<file path="src/core/pwm_timing_pkg.sv">
// Constants, register map and carrier types of the three-phase timing unit.
// Assumes one 50 MHz clock and a simple strobed register port.
package pwm_timing_pkg;
  // ==========================================================
  // Widths
  localparam int CNT_W = 16;
  localparam int DT_W = 10;
  localparam int MPW_W = 10;
  localparam int SW_W = 8;
  localparam int ADDR_W = 4;
  localparam int DATA_W = 16;
  // ==========================================================
  // Register indices
  localparam logic [ADDR_W-1:0] OFS_DUTY_A = 4'h0;
  localparam logic [ADDR_W-1:0] OFS_DUTY_B = 4'h1;
  localparam logic [ADDR_W-1:0] OFS_DUTY_C = 4'h2;
  localparam logic [ADDR_W-1:0] OFS_HALF_PERIOD = 4'h3;
  localparam logic [ADDR_W-1:0] OFS_DEAD_TIME = 4'h4;
  localparam logic [ADDR_W-1:0] OFS_MIN_PULSE = 4'h5;
  localparam logic [ADDR_W-1:0] OFS_MODE_CONTROL = 4'h6;
  localparam logic [ADDR_W-1:0] OFS_SYSTEM_STATUS = 4'h7;
  localparam logic [ADDR_W-1:0] OFS_SYNC_WIDTH = 4'h8;
  // ==========================================================
  // Fields and reset values
  localparam int MODE_DOUBLE_BIT = 6;
  localparam int STAT_HALF_BIT = 3;
  localparam int STAT_RUN_BIT = 0;
  localparam logic [SW_W-1:0] SYNC_WIDTH_RST = 8'h27;
  localparam logic [CNT_W-1:0] CNT_ZERO = 16'h0000;
  localparam logic [CNT_W-1:0] CNT_ONE = 16'h0001;
  localparam logic [3:0] WRITTEN_ALL = 4'hF;
  // ==========================================================
  // Types
  typedef enum {ST_WAIT, ST_UP, ST_DOWN} count_state_e;
  typedef struct packed {
    logic [CNT_W-1:0] period;
    logic [DT_W-1:0] dead;
    logic [MPW_W-1:0] minpw;
  } timing_s;
endpackage

</file>
<file path="src/core/phase_pair.sv">
// One complementary active-low output pair of the timing unit.
// Assumes the up/down count and latch strobe from the timing core.
`timescale 1ns/1ps
`default_nettype none
module phase_pair
  import pwm_timing_pkg::*;
(
  input wire logic sys_clk,
  input wire logic nrst,
  input wire logic run,
  input wire logic latch,
  input wire logic [CNT_W-1:0] duty,
  input wire timing_s timing,
  input wire logic [CNT_W-1:0] cnt,
  output logic hi_n_ff,
  output logic lo_n_ff
);
  logic [CNT_W:0] on_h_ff, on_l_ff, per_ff;
  logic [CNT_W:0] nxt_on_h, nxt_on_l, per, dead, minpw, dsum, raw_h, raw_l;

  // ==========================================================
  // On-time per half period
  always_comb begin
    per = {1'b0, timing.period};
    dead = (CNT_W+1)'(timing.dead);
    minpw = (CNT_W+1)'(timing.minpw);
    dsum = {1'b0, duty} + dead;
    // Dead time moves both edges away from the duty instant
    raw_h = ({1'b0, duty} > dead) ? {1'b0, duty} - dead : '0; // RULE5 RULE2
    if (raw_h > per) begin
      raw_h = per; // RULE7
    end
    raw_l = (per > dsum) ? per - dsum : '0; // RULE6 RULE7
    nxt_on_h = raw_h;
    nxt_on_l = raw_l;
    // Checked after dead time, not on the raw duty
    if (raw_h < minpw) begin
      nxt_on_h = '0; // RULE16 RULE17
      nxt_on_l = per;
    end else if (raw_l < minpw) begin
      nxt_on_l = '0; // RULE16 RULE17
      nxt_on_h = per;
    end
  end

  always_ff @(posedge sys_clk or negedge nrst) begin
    if (!nrst) begin
      on_h_ff <= '0;
      on_l_ff <= '0;
      per_ff <= '0;
    end else if (latch) begin
      on_h_ff <= nxt_on_h; // RULE22 RULE8
      on_l_ff <= nxt_on_l;
      per_ff <= per;
    end
  end

  // ==========================================================
  // Compare against the symmetric count; low level turns a switch on
  always_ff @(posedge sys_clk or negedge nrst) begin
    if (!nrst) begin
      hi_n_ff <= 1'b1;
      lo_n_ff <= 1'b1;
    end else if (!run) begin
      hi_n_ff <= 1'b1; // RULE12
      lo_n_ff <= 1'b1;
    end else begin
      hi_n_ff <= !(({1'b0, cnt} + on_h_ff) >= per_ff); // RULE3 RULE23
      lo_n_ff <= !({1'b0, cnt} < on_l_ff); // RULE3
    end
  end
endmodule
`default_nettype wire

</file>
<file path="src/core/pwm_timing_unit.sv">
// Three-phase center-based PWM timing unit with register port.
// Assumes a synchronous master on a single-cycle strobed register port.
// Functional notes
// RULE1 - Three 16-bit read/write duty registers drive pairs A, B and C.
// RULE2 - Duty count is high-side on-time per half period in clocks.
// RULE3 - All six outputs are active low; low turns a switch on.
// RULE4 - Single update mode uses same values for both halves: symmetric.
// RULE5 - Dead time moves both complementary edges equally off the duty instant.
// RULE6 - High on 2*(duty-dead), low on 2*(period-duty-dead) in single mode.
// RULE7 - On-times clamp between zero and the full period.
// RULE8 - Double mode on-time sums both halves, each with its own values.
// RULE9 - Double mode period is sum of both half period counts.
// RULE10 - Double mode inserts dead time per half exactly as single mode.
// RULE11 - B and C pairs behave exactly like A from their own duties.
// RULE12 - No outputs or counting until period and three duties written once.
// RULE13 - Single mode: one duty step changes on-time 2 clocks per period.
// RULE14 - Double mode: independent halves allow one-clock on-time steps.
// RULE15 - 10-bit read/write minimum on-time register in clocks per half.
// RULE16 - Any on-time below minimum: output off whole half, complement on. When both are short, the code turns only high off and keeps low on.
// RULE17 - Minimum check uses dead-time adjusted on-time, not raw duty.
// RULE18 - Status bit 3 reads zero in first half, one in second.
// RULE19 - Period register holds clock count of half a switching period.
// RULE20 - One shared 10-bit read/write dead-time register for all pairs.
// RULE21 - Mode bit 6 selects double update; cleared after reset.
// RULE22 - Values latch on sync rising edge: period start, and mid in double.
// RULE23 - Up/down counter centres edges about the period midpoint.
`timescale 1ns/1ps
`default_nettype none
module pwm_timing_unit
  import pwm_timing_pkg::*;
#(
  parameter int PHASES = 3
)(
  input wire logic sys_clk,
  input wire logic nrst,
  input wire logic [ADDR_W-1:0] reg_addr,
  input wire logic [DATA_W-1:0] reg_wdata,
  input wire logic reg_wr,
  input wire logic reg_rd,
  output logic [DATA_W-1:0] reg_rdata_ff,
  output logic phase_a_high_out_n,
  output logic phase_a_low_out_n,
  output logic phase_b_high_out_n,
  output logic phase_b_low_out_n,
  output logic phase_c_high_out_n,
  output logic phase_c_low_out_n,
  output logic period_sync_pulse_ff
);
  // ==========================================================
  // Elaboration checks
  if (PHASES != 3) begin : g_bad_phases
    $error("pwm_timing_unit serves exactly three phases");
  end
  if (DT_W > CNT_W || MPW_W > CNT_W) begin : g_bad_widths
    $error("pwm_timing_unit dead or minimum width exceeds count width");
  end

  function automatic logic [CNT_W-1:0] last_count(
    input logic [CNT_W-1:0] period
  );
    // A zero period still gives a one-cycle half
    last_count = (period == CNT_ZERO) ? CNT_ZERO : period - CNT_ONE;
  endfunction

  // ==========================================================
  // Software registers
  logic [PHASES-1:0][CNT_W-1:0] duty_ff;
  logic [CNT_W-1:0] half_period_count_ff;
  logic [DT_W-1:0] dead_time_count_ff;
  logic [MPW_W-1:0] min_pulse_width_ff;
  logic [SW_W-1:0] sync_pulse_width_ff;
  logic mode_double_ff;
  logic [3:0] written_ff;
  timing_s timing_reg;

  assign timing_reg = '{period: half_period_count_ff,
                        dead: dead_time_count_ff,
                        minpw: min_pulse_width_ff};

  always_ff @(posedge sys_clk or negedge nrst) begin
    if (!nrst) begin
      duty_ff <= '0;
      half_period_count_ff <= '0;
      dead_time_count_ff <= '0;
      min_pulse_width_ff <= '0;
      sync_pulse_width_ff <= SYNC_WIDTH_RST;
      mode_double_ff <= 1'b0; // RULE21
    end else if (reg_wr) begin
      case (reg_addr)
        OFS_DUTY_A: duty_ff[0] <= reg_wdata; // RULE1
        OFS_DUTY_B: duty_ff[1] <= reg_wdata; // RULE1
        OFS_DUTY_C: duty_ff[2] <= reg_wdata; // RULE1
        OFS_HALF_PERIOD: half_period_count_ff <= reg_wdata; // RULE19
        OFS_DEAD_TIME: dead_time_count_ff <= reg_wdata[DT_W-1:0]; // RULE20
        OFS_MIN_PULSE: min_pulse_width_ff <= reg_wdata[MPW_W-1:0]; // RULE15
        OFS_MODE_CONTROL: mode_double_ff <= reg_wdata[MODE_DOUBLE_BIT];
        OFS_SYNC_WIDTH: sync_pulse_width_ff <= reg_wdata[SW_W-1:0];
        default: ;
      endcase
    end
  end

  // Sticky write tracking gates the start
  always_ff @(posedge sys_clk or negedge nrst) begin
    if (!nrst) begin
      written_ff <= '0;
    end else if (reg_wr) begin
      case (reg_addr)
        OFS_DUTY_A: written_ff[0] <= 1'b1; // RULE12
        OFS_DUTY_B: written_ff[1] <= 1'b1; // RULE12
        OFS_DUTY_C: written_ff[2] <= 1'b1; // RULE12
        OFS_HALF_PERIOD: written_ff[3] <= 1'b1; // RULE12
        default: ;
      endcase
    end
  end

  // ==========================================================
  // Up/down half-period counter
  count_state_e state_ff;
  logic [CNT_W-1:0] cnt_ff;
  logic [CNT_W-1:0] period_l_ff;
  logic latch;
  logic running;
  logic half_end;

  assign running = (state_ff != ST_WAIT);
  assign half_end = (state_ff == ST_UP) ? (cnt_ff >= last_count(period_l_ff))
                                        : (cnt_ff == CNT_ZERO);
  // Start, period start, and midpoint only in double mode
  always_comb begin
    case (state_ff)
      ST_WAIT: latch = (written_ff == WRITTEN_ALL); // RULE12
      ST_UP: latch = half_end && mode_double_ff; // RULE22 RULE4
      ST_DOWN: latch = half_end; // RULE22
      default: latch = 1'b0;
    endcase
  end

  always_ff @(posedge sys_clk or negedge nrst) begin
    if (!nrst) begin
      state_ff <= ST_WAIT;
      cnt_ff <= '0;
    end else begin
      case (state_ff)
        ST_WAIT: begin
          if (latch) begin
            state_ff <= ST_UP; // RULE12
            cnt_ff <= CNT_ZERO;
          end
        end
        ST_UP: begin
          if (cnt_ff >= last_count(period_l_ff)) begin
            state_ff <= ST_DOWN;
            // New half length in double mode gives the summed period
            cnt_ff <= mode_double_ff ? last_count(half_period_count_ff)
                                     : last_count(period_l_ff); // RULE9
          end else begin
            cnt_ff <= cnt_ff + CNT_ONE; // RULE23
          end
        end
        ST_DOWN: begin
          if (cnt_ff == CNT_ZERO) begin
            state_ff <= ST_UP;
          end else begin
            cnt_ff <= cnt_ff - CNT_ONE; // RULE23
          end
        end
        default: begin
          state_ff <= ST_WAIT;
          cnt_ff <= CNT_ZERO;
        end
      endcase
    end
  end

  always_ff @(posedge sys_clk or negedge nrst) begin
    if (!nrst) begin
      period_l_ff <= '0;
    end else if (latch) begin
      period_l_ff <= half_period_count_ff; // RULE22
    end
  end

  // ==========================================================
  // Sync pulse, width+1 clocks from each latch
  logic [SW_W-1:0] sync_left_ff;

  always_ff @(posedge sys_clk or negedge nrst) begin
    if (!nrst) begin
      period_sync_pulse_ff <= 1'b0;
      sync_left_ff <= '0;
    end else if (latch) begin
      period_sync_pulse_ff <= 1'b1; // RULE22
      sync_left_ff <= sync_pulse_width_ff;
    end else if (sync_left_ff != '0) begin
      sync_left_ff <= sync_left_ff - 8'h01;
    end else begin
      period_sync_pulse_ff <= 1'b0;
    end
  end

  // ==========================================================
  // Output pairs; each pair keeps its own half values
  logic [PHASES-1:0] hi_n, lo_n;

  for (genvar p = 0; p < PHASES; p++) begin : g_pair
    phase_pair u_pair (
      .sys_clk(sys_clk),
      .nrst(nrst),
      .run(running),
      .latch(latch),
      .duty(duty_ff[p]), // RULE11 RULE10 RULE13 RULE14
      .timing(timing_reg),
      .cnt(cnt_ff),
      .hi_n_ff(hi_n[p]),
      .lo_n_ff(lo_n[p])
    );
  end

  assign phase_a_high_out_n = hi_n[0];
  assign phase_a_low_out_n = lo_n[0];
  assign phase_b_high_out_n = hi_n[1];
  assign phase_b_low_out_n = lo_n[1];
  assign phase_c_high_out_n = hi_n[2];
  assign phase_c_low_out_n = lo_n[2];

  // ==========================================================
  // Read port, data valid one cycle after the strobe only
  logic [DATA_W-1:0] status_word;
  logic [DATA_W-1:0] mode_word;

  always_comb begin
    mode_word = '0;
    mode_word[MODE_DOUBLE_BIT] = mode_double_ff; // RULE21
  end

  always_comb begin
    status_word = '0;
    status_word[STAT_HALF_BIT] = (state_ff == ST_DOWN); // RULE18
    status_word[STAT_RUN_BIT] = running;
  end

  always_ff @(posedge sys_clk or negedge nrst) begin
    if (!nrst) begin
      reg_rdata_ff <= '0;
    end else if (reg_rd) begin
      case (reg_addr)
        OFS_DUTY_A: reg_rdata_ff <= duty_ff[0];
        OFS_DUTY_B: reg_rdata_ff <= duty_ff[1];
        OFS_DUTY_C: reg_rdata_ff <= duty_ff[2];
        OFS_HALF_PERIOD: reg_rdata_ff <= half_period_count_ff;
        OFS_DEAD_TIME: reg_rdata_ff <= DATA_W'(dead_time_count_ff);
        OFS_MIN_PULSE: reg_rdata_ff <= DATA_W'(min_pulse_width_ff);
        OFS_MODE_CONTROL: reg_rdata_ff <= mode_word;
        OFS_SYSTEM_STATUS: reg_rdata_ff <= status_word;
        OFS_SYNC_WIDTH: reg_rdata_ff <= DATA_W'(sync_pulse_width_ff);
        default: reg_rdata_ff <= '0;
      endcase
    end else begin
      reg_rdata_ff <= '0;
    end
  end

  // Sync width as latched, and high cycles seen since the last latch
  logic [SW_W-1:0] sync_w_l_ff;
  logic [SW_W:0] sync_high_ff;

  always_ff @(posedge sys_clk or negedge nrst) begin
    if (!nrst) begin
      sync_w_l_ff <= '0;
      sync_high_ff <= '0;
    end else if (latch) begin
      sync_w_l_ff <= sync_pulse_width_ff;
      sync_high_ff <= '0;
    end else if (period_sync_pulse_ff) begin
      sync_high_ff <= sync_high_ff + 1'b1;
    end
  end
endmodule
`default_nettype wire

</file>
<file path="config.mk">
export PLATFORM = sky130hd
export DESIGN_NAME = pwm_timing_unit
export DESIGN_NICKNAME = d
export VERILOG_FILES = /design/src/core/pwm_timing_pkg.sv /design/src/core/phase_pair.sv /design/src/core/pwm_timing_unit.sv
export SDC_FILE = /design/constraint.sdc
export NUM_CORES = 1
export LEC_CHECK = 0
export BUFFER_PORTS_ARGS = -buffer_cell sky130_fd_sc_hd__buf_2
export CAP_MARGIN = 20
export CORE_UTILIZATION = 25
export CTS_BUF_LIST = sky130_fd_sc_hd__clkbuf_16
export CTS_CLUSTER_SIZE = 10
export DETAILED_ROUTE_END_ITERATION = 10
export HOLD_SLACK_MARGIN = 0.02
export PLACE_DENSITY = 0.38
export SETUP_SLACK_MARGIN = 0.05
export SYNTH_ARGS = -nofsm -noshare
export SYNTH_HDL_FRONTEND = slang
export SYNTH_SLANG_ARGS = --single-unit
export TNS_END_PERCENT = 30
</file>
<file path="constraint.sdc">
create_clock -name sys_clk -period 19.18 [get_ports sys_clk]
set_input_delay 3.836 -clock sys_clk [delete_from_list [all_inputs] [get_ports sys_clk]]
set_output_delay 3.836 -clock sys_clk [all_outputs]
set_load 0.005 [all_outputs]
</file>
==> flow_summary_export.csv, run 1 <==
group,metric,value,unit
logic_synthesis,ys_ff_latch,264,
route,final_antenna_net_count,0,
critical_path,critPathMostFrequentCell,"sky130_fd_sc_hd__a21oi_1",
clock_tree,cts-buffers-inserted,39,
route,avgViaCountPerCell,5.31,
floorplanning,core_region_area,0.107,sq mm
placed_design,pre_cts_slack,10.78,ns
critical_path,reg2reg_to,"g_pair[0].u_pair.on_l_ff[2]$_DFFE_PN0P_",
logic_synthesis,syn_area,0.0272,sq mm
route,detailroute.wirelength.met2,53100,um
route,drt_wl_total,118000,um
placed_design,placement.io_buffers,46,
logic_synthesis,seq_area_frac_synth,24.4,%
clock_tree,clock_network_latency_to_the_later_pin_of_the_worst_skew_pair,0.58,ns
clock_tree,maximum_clock_insertion_buffer_count,3,
route,drt_first_iter_violations,2038,
timing,worstMarginPinSlew,1.14,ns
logic_synthesis,synth_area_per_cell,8.41,sq um
critical_path,critical_path_class,"flip-flop to flip-flop",
placed_design,dp_hpwl,89400,um
critical_path,worst-r2r-setup-slack,10.58,ns
route,drc_errors,0,
floorplanning,top_level_ports,47,
logic_synthesis,cell_with_the_most_instances_after_synthesis,"sky130_fd_sc_hd__ha_1",
clock_tree,ctsHtreeMaxLevel,2,
grt,grt_pass1_vias,24397,
critical_path,worst_r2r_startpoint,"dead_time_count_ff[1]$_DFFE_PN0P_",
outcome,status,"finished, final reports clean",
timing,finalSetupTns,0,ns
logic_synthesis,synthSimpleGateAreaFrac,18.6,%
logic_synthesis,netlist_top_cells_count,"sky130_fd_sc_hd__ha_1, sky130_fd_sc_hd__dfrtp_1, sky130_fd_sc_hd__nor2_1, sky130_fd_sc_hd__nand2_1, sky130_fd_sc_hd__o21ai_0",
clock_tree,worst_setup_hold_path_clk_slew,0.07,ns
clock_tree,post_cts_resize_count,0,
cells_and_area,syn_to_final_growth,11.8,%
timing,rsz0062_at_grt,"false",
logic_synthesis,async_reset_ff_share,100,%
logic_synthesis,largest_family_of_logic_cells_by_synthesized_area,"compound AO/OA/AOI/OAI gates",
min_path,hold_path.startpoint,"written_ff[3]$_DFFE_PN0P_",
grt,grtUsageTotal,21.0,%
route,drt_pass1_iterations,5,
route,route.met3.wl,4810,um
logic_synthesis,synth-warning-count,0,
critical_path,crit_path_end_kind,"flip-flop",
floorplanning,die_width,332,um
placed_design,place_congestion,0.899,
clock_tree,post_cts.repair.setup_buffers,0,
floorplanning,num_rows,120,
clock_tree,cts_tree,"done",
critical_path,timing.critical_path.arrival,9.09,ns
pwr,power-per-cell-area,215,mW/mm^2
route,avgRoutedWirePerCell,25.3,um
cells_and_area,final_net_count,3650,
critical_path,cpMaxStageDelayCell,"sky130_fd_sc_hd__nand2_1",
route,top_layer_used,"met5",
min_path,min_delay_worst_endpoint,"written_ff[3]$_DFFE_PN0P_",
logic_synthesis,ys_top_cells_by_area,"sky130_fd_sc_hd__dfrtp_1, sky130_fd_sc_hd__ha_1, sky130_fd_sc_hd__mux2_2",
logic_synthesis,ys.flop_type,"sky130_fd_sc_hd__dfrtp_1",
timing,hold_viol,0,
clock_tree,cts.sink_count,264,
timing,drv_slew,0,
critical_path,rr_worst_depth,33,
route,vias,24811,
logic_synthesis,mappedNetlistNets,3646,
pwr,cellLeakagePower,13.6,nW
grt,grt_max_degree,84,
timing,post-route-min-period,8.60,ns
logic_synthesis,synth.largest_area_cell,"sky130_fd_sc_hd__dfrtp_1",
cells_and_area,utilization,28.3,%
logic_synthesis,synth_cell_types,91,
logic_synthesis,portion_of_netlist_area_occupied_by_mux_cells,6.90,%
timing,max_clock_freq,116,MHz
critical_path,cp_max_fo,24,
min_path,worstHoldPathType,"flip-flop to flip-flop",
route,wl_met1,57100,um
cells_and_area,drive_above_1_share,10.3,%
cells_and_area,layout.area.seq,0.00662,sq mm
cells_and_area,multi_input_area,0.0193,sq mm
min_path,timing.hold.worst_path_depth,1,
pwr,worst_supply_voltage_drop_on_vdd,0.0000854,V
logic_synthesis,postSynthCellCount,3232,
timing,finalCritPeriodShare,44.8,%
timing,clock-skew-final,0.0349,ns
timing,worst_slack,10.58,ns
cells_and_area,fillers,11569,
clock_tree,ctsHoldBuffers,0,
timing,slew_headroom,23.7,%
critical_path,cp_slowest_stage_delay,0.68,ns
logic_synthesis,synthAdderAreaFrac,18.3,%
grt,wire_length_of_the_first_global_routing_pass,172000,um
flow_run,cap_violations,0,
floorplanning,die_footprint,0.110,sq mm
logic_synthesis,synth_compound_area_share,21.6,%
clock_tree,clockRootBuffer,"sky130_fd_sc_hd__clkbuf_16",
critical_path,worst-endpoint-required,19.67,ns
grt,grt_antenna_before_repair,5,
timing,count_of_final_setup_violators,0,
floorplanning,die_height,332,um
logic_synthesis,netlist.area_leader.share,23.4,%
grt,grt.overflow.total,0,
critical_path,crit_path_start_kind,"flip-flop",
logic_synthesis,synth_xor_area_share,5.35,%
logic_synthesis,synth_edf_count,0,
floorplanning,floorplan.initialDensity,25.3,%
worst max path at each step:
| stage | from | end | cells after the start |
|---|---|---|---|
| 6_report | dead_time_count_ff[1]$_DFFE_PN0P_ | g_pair[0].u_pair.on_l_ff[2]$_DFFE_PN0P_ | 33 |
| 3_3_place_gp | dead_time_count_ff[1]$_DFFE_PN0P_ | g_pair[0].u_pair.on_l_ff[2]$_DFFE_PN0P_ | 33 |
| 2_1_floorplan | dead_time_count_ff[1]$_DFFE_PN0P_ | g_pair[2].u_pair.on_l_ff[1]$_DFFE_PN0P_ | 28 |
| 4_1_cts | dead_time_count_ff[1]$_DFFE_PN0P_ | g_pair[0].u_pair.on_l_ff[1]$_DFFE_PN0P_ | 33 |
| 3_5_place_dp | dead_time_count_ff[1]$_DFFE_PN0P_ | g_pair[0].u_pair.on_l_ff[1]$_DFFE_PN0P_ | 33 |
| 5_1_grt | dead_time_count_ff[1]$_DFFE_PN0P_ | g_pair[0].u_pair.on_l_ff[1]$_DFFE_PN0P_ | 33 |
registers in the layout, summed over array words and instances, names as in the netlist, 10 cells and up:
| signal | cells |
|---|---|
| g_pair.u_pair.on_l_ff | 51 |
| dead_time_count_ff | 10 |
| cnt_ff | 16 |
| reg_rdata_ff | 16 |
| g_pair.u_pair.per_ff | 16 |
| half_period_count_ff | 16 |
| min_pulse_width_ff | 10 |
| g_pair.u_pair.on_h_ff | 51 |
| duty_ff | 48 |
stage by stage:
| step | std cells | hold WS, ns | instance area (sq um) | total power [mW] |
|---|---|---|---|---|
| 3_5_place_dp | 4598 | 0.450 | 29200 | 5.78 |
| 4_1_cts | 4668 | 0.462 | 30400 | 6.51 |
| 6_report | 4669 | 0.457 | 30400 | 6.52 |
| 2_1_floorplan | 3232 | 0.395 | 27200 | 4.17 |
| 3_3_place_gp | 4596 | 0.444 | 29200 | 5.82 |
| 5_1_grt | 4668 | 0.499 | 30400 | 7.09 |
layout make-up:
| type | instances | share of cell area, % |
|---|---|---|
| well taps | 1403 | 5.78 |
| flip-flops and latches | 264 | 21.8 |
| inverters | 186 | 2.30 |
| clock inverters | 30 | 0.593 |
| clock buffers | 40 | 3.30 |
| multi-input cells | 2619 | 63.4 |
| repair buffers | 126 | 2.78 |
| diodes | 1 | 0.00824 |
report_power, final:
group	switching [mW]	internal, mW	total (mW)
Clock	0.292	0.391	0.683
Combinational	3.09	1.80	4.89
Sequential	0.198	0.752	0.949
Total	3.58	2.94	6.52
routing by layer:
metal	up-vias	track usage, %
met4	2	5.48
met5	-	0
li1	11917	-
met3	122	1.93
met2	651	34.0
met1	12119	29.8
cells in the final DEF (no fill, tap or decap), types with 25 or more instances in the layout:
cell type and instances:
sky130_fd_sc_hd__ha_1 378, sky130_fd_sc_hd__dfrtp_1 254, sky130_fd_sc_hd__nor2_1 244, sky130_fd_sc_hd__nand2_1 240
sky130_fd_sc_hd__o21ai_0 207, sky130_fd_sc_hd__a21oi_1 205, sky130_fd_sc_hd__inv_1 194, sky130_fd_sc_hd__mux2_2 111
sky130_fd_sc_hd__xnor2_1 109, sky130_fd_sc_hd__nand3_1 92, sky130_fd_sc_hd__nor3_1 86, sky130_fd_sc_hd__buf_4 79
sky130_fd_sc_hd__a21o_1 70, sky130_fd_sc_hd__mux2i_1 61, sky130_fd_sc_hd__nand2b_1 59, sky130_fd_sc_hd__xor2_1 57
sky130_fd_sc_hd__nor2b_1 50, sky130_fd_sc_hd__nand4_1 49, sky130_fd_sc_hd__buf_2 45, sky130_fd_sc_hd__clkbuf_16 40
sky130_fd_sc_hd__a22oi_1 37, sky130_fd_sc_hd__o31ai_1 35, sky130_fd_sc_hd__o21a_1 33, sky130_fd_sc_hd__a31oi_1 30
sky130_fd_sc_hd__or4_1 28, sky130_fd_sc_hd__or3_1 28, sky130_fd_sc_hd__a211oi_1 26, sky130_fd_sc_hd__and3_1 25
critical path: cells and delay by family (launching register included):
family                   cells  cell delay [ns]
AO/OA/AOI/OAI               16             3.89
flip-flops                   1             0.60
buffers and inverters        3             0.74
adder cells (fa/ha/maj)      3             0.93
AND/OR/NAND/NOR             11             2.32
kinds of logic (layout without fill, tap and decap cells):
logic type	Yosys count	after routing
other	0	1
buffers and inverters	349	382
adder cells (fa/ha/maj)	390	390
flip-flops	264	264
multiplexers	173	173
XOR/XNOR	166	166
AO/OA/AOI/OAI	883	883
AND/OR/NAND/NOR	1007	1007
No activity file was read; power rests on OpenSTA's default activity.
==> run 2: changes to the inputs <==
Settings changed: ABC_AREA from default to 1, PLACE_DENSITY 0.38 to 0.39.
Clock period 19.18 ns to 6.98 ns, I/O delays scaled along.
==> flow_summary_export.csv, run 2 <==
group,metric,value,unit
outcome,status,"finished, final reports clean",
critical_path,cp_max_fo,33,
logic_synthesis,ys_ff_latch,264,
grt,grt_antenna_before_repair,10,
placed_design,post_dp_cell_area,0.0306,sq mm
floorplanning,floorplan.initialDensity,25.3,%
route,final_antenna_net_count,0,
timing,hold_viol,0,
grt,grt.overflow.total,0,
cells_and_area,fillers,12635,
cells_and_area,commonest_cells_after_routing_fill_and_taps_aside,"sky130_fd_sc_hd__nand2_1, sky130_fd_sc_hd__inv_1, sky130_fd_sc_hd__nand3_1",
pwr,worst_supply_voltage_drop_on_vdd,0.000416,V
floorplanning,top_level_ports,47,
timing,finalCritPeriodShare,90.9,%
route,drt_pass1_iterations,5,
route,drt_wl_total,131000,um
clock_tree,cts-buffers-inserted,38,
logic_synthesis,synth_cell_types,63,
critical_path,timing.critical_path.arrival,6.80,ns
cells_and_area,most_frequent_standard_cell_in_the_layout_excluding_fill_and_tap_cells,"sky130_fd_sc_hd__nand2_1",
route,drt_first_iter_violations,2134,
timing,clock-skew-final,0.0605,ns
clock_tree,cts_tree,"done",
flow_run,cap_violations,0,
logic_synthesis,synth-warning-count,0,
timing,slew_headroom,13.1,%
clock_tree,maximum_clock_insertion_buffer_count,3,
clock_tree,post_cts_resize_count,0,
route,drc_errors,0,
logic_synthesis,cell_with_the_most_instances_after_synthesis,"sky130_fd_sc_hd__nand2_1",
critical_path,worst-endpoint-required,7.44,ns
cells_and_area,biggest_regs,"g_pair.u_pair.on_h_ff (51), g_pair.u_pair.on_l_ff (51), duty_ff (48)",
grt,grt_pass1_vias,27291,
clock_tree,post_cts.repair.setup_buffers,0,
route,avgViaCountPerCell,4.91,
critical_path,cp_slowest_stage_delay,0.46,ns
floorplanning,die_height,339,um
grt,grtUsageTotal,22.3,%
floorplanning,die_width,339,um
cells_and_area,syn_to_final_growth,11.6,%
timing,count_of_final_setup_violators,0,
cells_and_area,drive_above_1_share,7.06,%
route,vias,28159,
grt,grt_max_degree,134,
pwr,power-per-cell-area,583,mW/mm^2
floorplanning,num_rows,123,
floorplanning,die_footprint,0.115,sq mm
critical_path,critical_path_class,"flip-flop to flip-flop",
logic_synthesis,synth_edf_count,0,
clock_tree,worst_setup_hold_path_clk_slew,0.06,ns
pwr,power.total,18.5,mW
timing,post-route-min-period,6.34,ns
logic_synthesis,postSynthCellCount,4169,
timing,max_clock_freq,158,MHz
clock_tree,clockRootBuffer,"sky130_fd_sc_hd__clkbuf_16",
placed_design,place_congestion,0.924,
cells_and_area,utilization,28.2,%
grt,wire_length_of_the_first_global_routing_pass,191000,um
route,avgRoutedWirePerCell,22.7,um
pwr,cellLeakagePower,16.5,nW
cells_and_area,stdcell_area,0.0318,sq mm
timing,rsz0062_at_grt,"true",
critical_path,critPathMostFrequentCell,"sky130_fd_sc_hd__nand2_1",
critical_path,crit_path_start_kind,"flip-flop",
logic_synthesis,ys.flop_type,"sky130_fd_sc_hd__dfrtp_1",
logic_synthesis,netlist.area_leader.share,22.3,%
cells_and_area,final_net_count,4624,
clock_tree,ctsHtreeMaxLevel,2,
logic_synthesis,seq_area_frac_synth,23.2,%
timing,worstMarginPinSlew,1.30,ns
logic_synthesis,syn_area,0.0285,sq mm
placed_design,placement.io_buffers,46,
clock_tree,cts.sink_count,264,
logic_synthesis,mappedNetlistNets,4583,
timing,drv_slew,0,
logic_synthesis,synth_area_per_cell,6.83,sq um
clock_tree,ctsHoldBuffers,0,
logic_synthesis,ys_top_cells_by_area,"sky130_fd_sc_hd__dfrtp_1, sky130_fd_sc_hd__ha_1, sky130_fd_sc_hd__nand2_1",
min_path,worstHoldPathType,"flip-flop to flip-flop",
logic_synthesis,async_reset_ff_share,100,%
critical_path,crit_path_end_kind,"flip-flop",
logic_synthesis,synth.largest_area_cell,"sky130_fd_sc_hd__dfrtp_1",
timing,finalSetupTns,0,ns
clock_tree,clock_network_latency_to_the_later_pin_of_the_worst_skew_pair,0.59,ns
floorplanning,core_region_area,0.113,sq mm
placed_design,dp_hpwl,105000,um
critical_path,cpMaxStageDelayCell,"sky130_fd_sc_hd__ha_2",
logic_synthesis,netlist_top_cells_count,"sky130_fd_sc_hd__nand2_1, sky130_fd_sc_hd__inv_1, sky130_fd_sc_hd__nand3_1, sky130_fd_sc_hd__ha_1, sky130_fd_sc_hd__nor2_1",
-- run 2: changes by cell type after synthesis, sizes merged, moves of 90 or more --
cell | before | now
nand3 | 92 | 448
inv | 185 | 506
clkbuf | 138 | 48
nor2 | 244 | 340
mux2 | 112 | 0
nand2 | 240 | 1061
-- run 2: layout make-up --
class	count	area (sq um)	area share, %
clock inverter	30	201	0.634
antenna	1	2.50	0.00788
multi-input combinational	3253	19200	60.4
tap	1500	1880	5.91
inverter	519	1950	6.15
sequential	264	6620	20.8
clock buffer	38	951	2.99
timing repair buffer	134	966	3.04
-- run 2: path summary, 6_finish.rpt --
path	from	endpoint	slack, ns	depth (start not counted)
worst max-delay path	dead_time_count_ff[6]$_DFFE_PN0P_	g_pair[0].u_pair.on_h_ff[14]$_DFFE_PN0P_	0.64	37
worst min-delay path	written_ff[3]$_DFFE_PN0P_	written_ff[3]$_DFFE_PN0P_	0.45	2
worst max register to register	dead_time_count_ff[6]$_DFFE_PN0P_	g_pair[0].u_pair.on_h_ff[14]$_DFFE_PN0P_	0.64	37
worst min register to register	written_ff[3]$_DFFE_PN0P_	written_ff[3]$_DFFE_PN0P_	0.45	2
max in group asynchronous	nrst	reg_rdata_ff[0]$_DFF_PN0_	4.76	2
min in group asynchronous	nrst	cnt_ff[14]$_DFFE_PN0P_	0.81	1
-- run 2: cell families after synthesis --
logic type | after synthesis | synth area share, %
buffers and inverters | 652 | 9.43
flip-flops | 264 | 23.2
AND/OR/NAND/NOR | 1974 | 30.1
adder cells (fa/ha/maj) | 390 | 17.5
AO/OA/AOI/OAI | 739 | 15.2
XOR/XNOR | 150 | 4.61
-- run 2: power breakdown --
| group | total, mW | switching [mW] | internal [mW] |
|---|---|---|---|
| Clock | 1.87 | 0.808 | 1.06 |
| Combinational | 14.1 | 9.60 | 4.46 |
| Sequential | 2.58 | 0.551 | 2.03 |
-- run 2: worst max-delay path, delay by kind of cell (launching register included) --
family | cells | cell delay [ns]
fa+ha+maj | 3 | 1.05
buf+inv | 4 | 0.53
simple gates | 22 | 2.32
flops | 1 | 0.42
compound gates | 8 | 1.86
-- run 2: through the flow --
stage | worst slack, ns | hold WS, ns | std cells
after global routing | 0.0108 | 0.489 | 5738
final | 0.636 | 0.454 | 5739
after CTS | 0.199 | 0.462 | 5738
after detailed placement | 0.232 | 0.447 | 5670
after floorplan | 1.87 | 0.423 | 4169
after global placement | 0.279 | 0.446 | 5668
-- run 2: metal layers --
layer,vias up,wire [um],global-route usage (%)
met3,146,5360,2.21
met2,686,57700,35.4
met4,2,5020,7.88
li1,13946,-,-
met5,-,13,0
met1,13379,62500,31.3
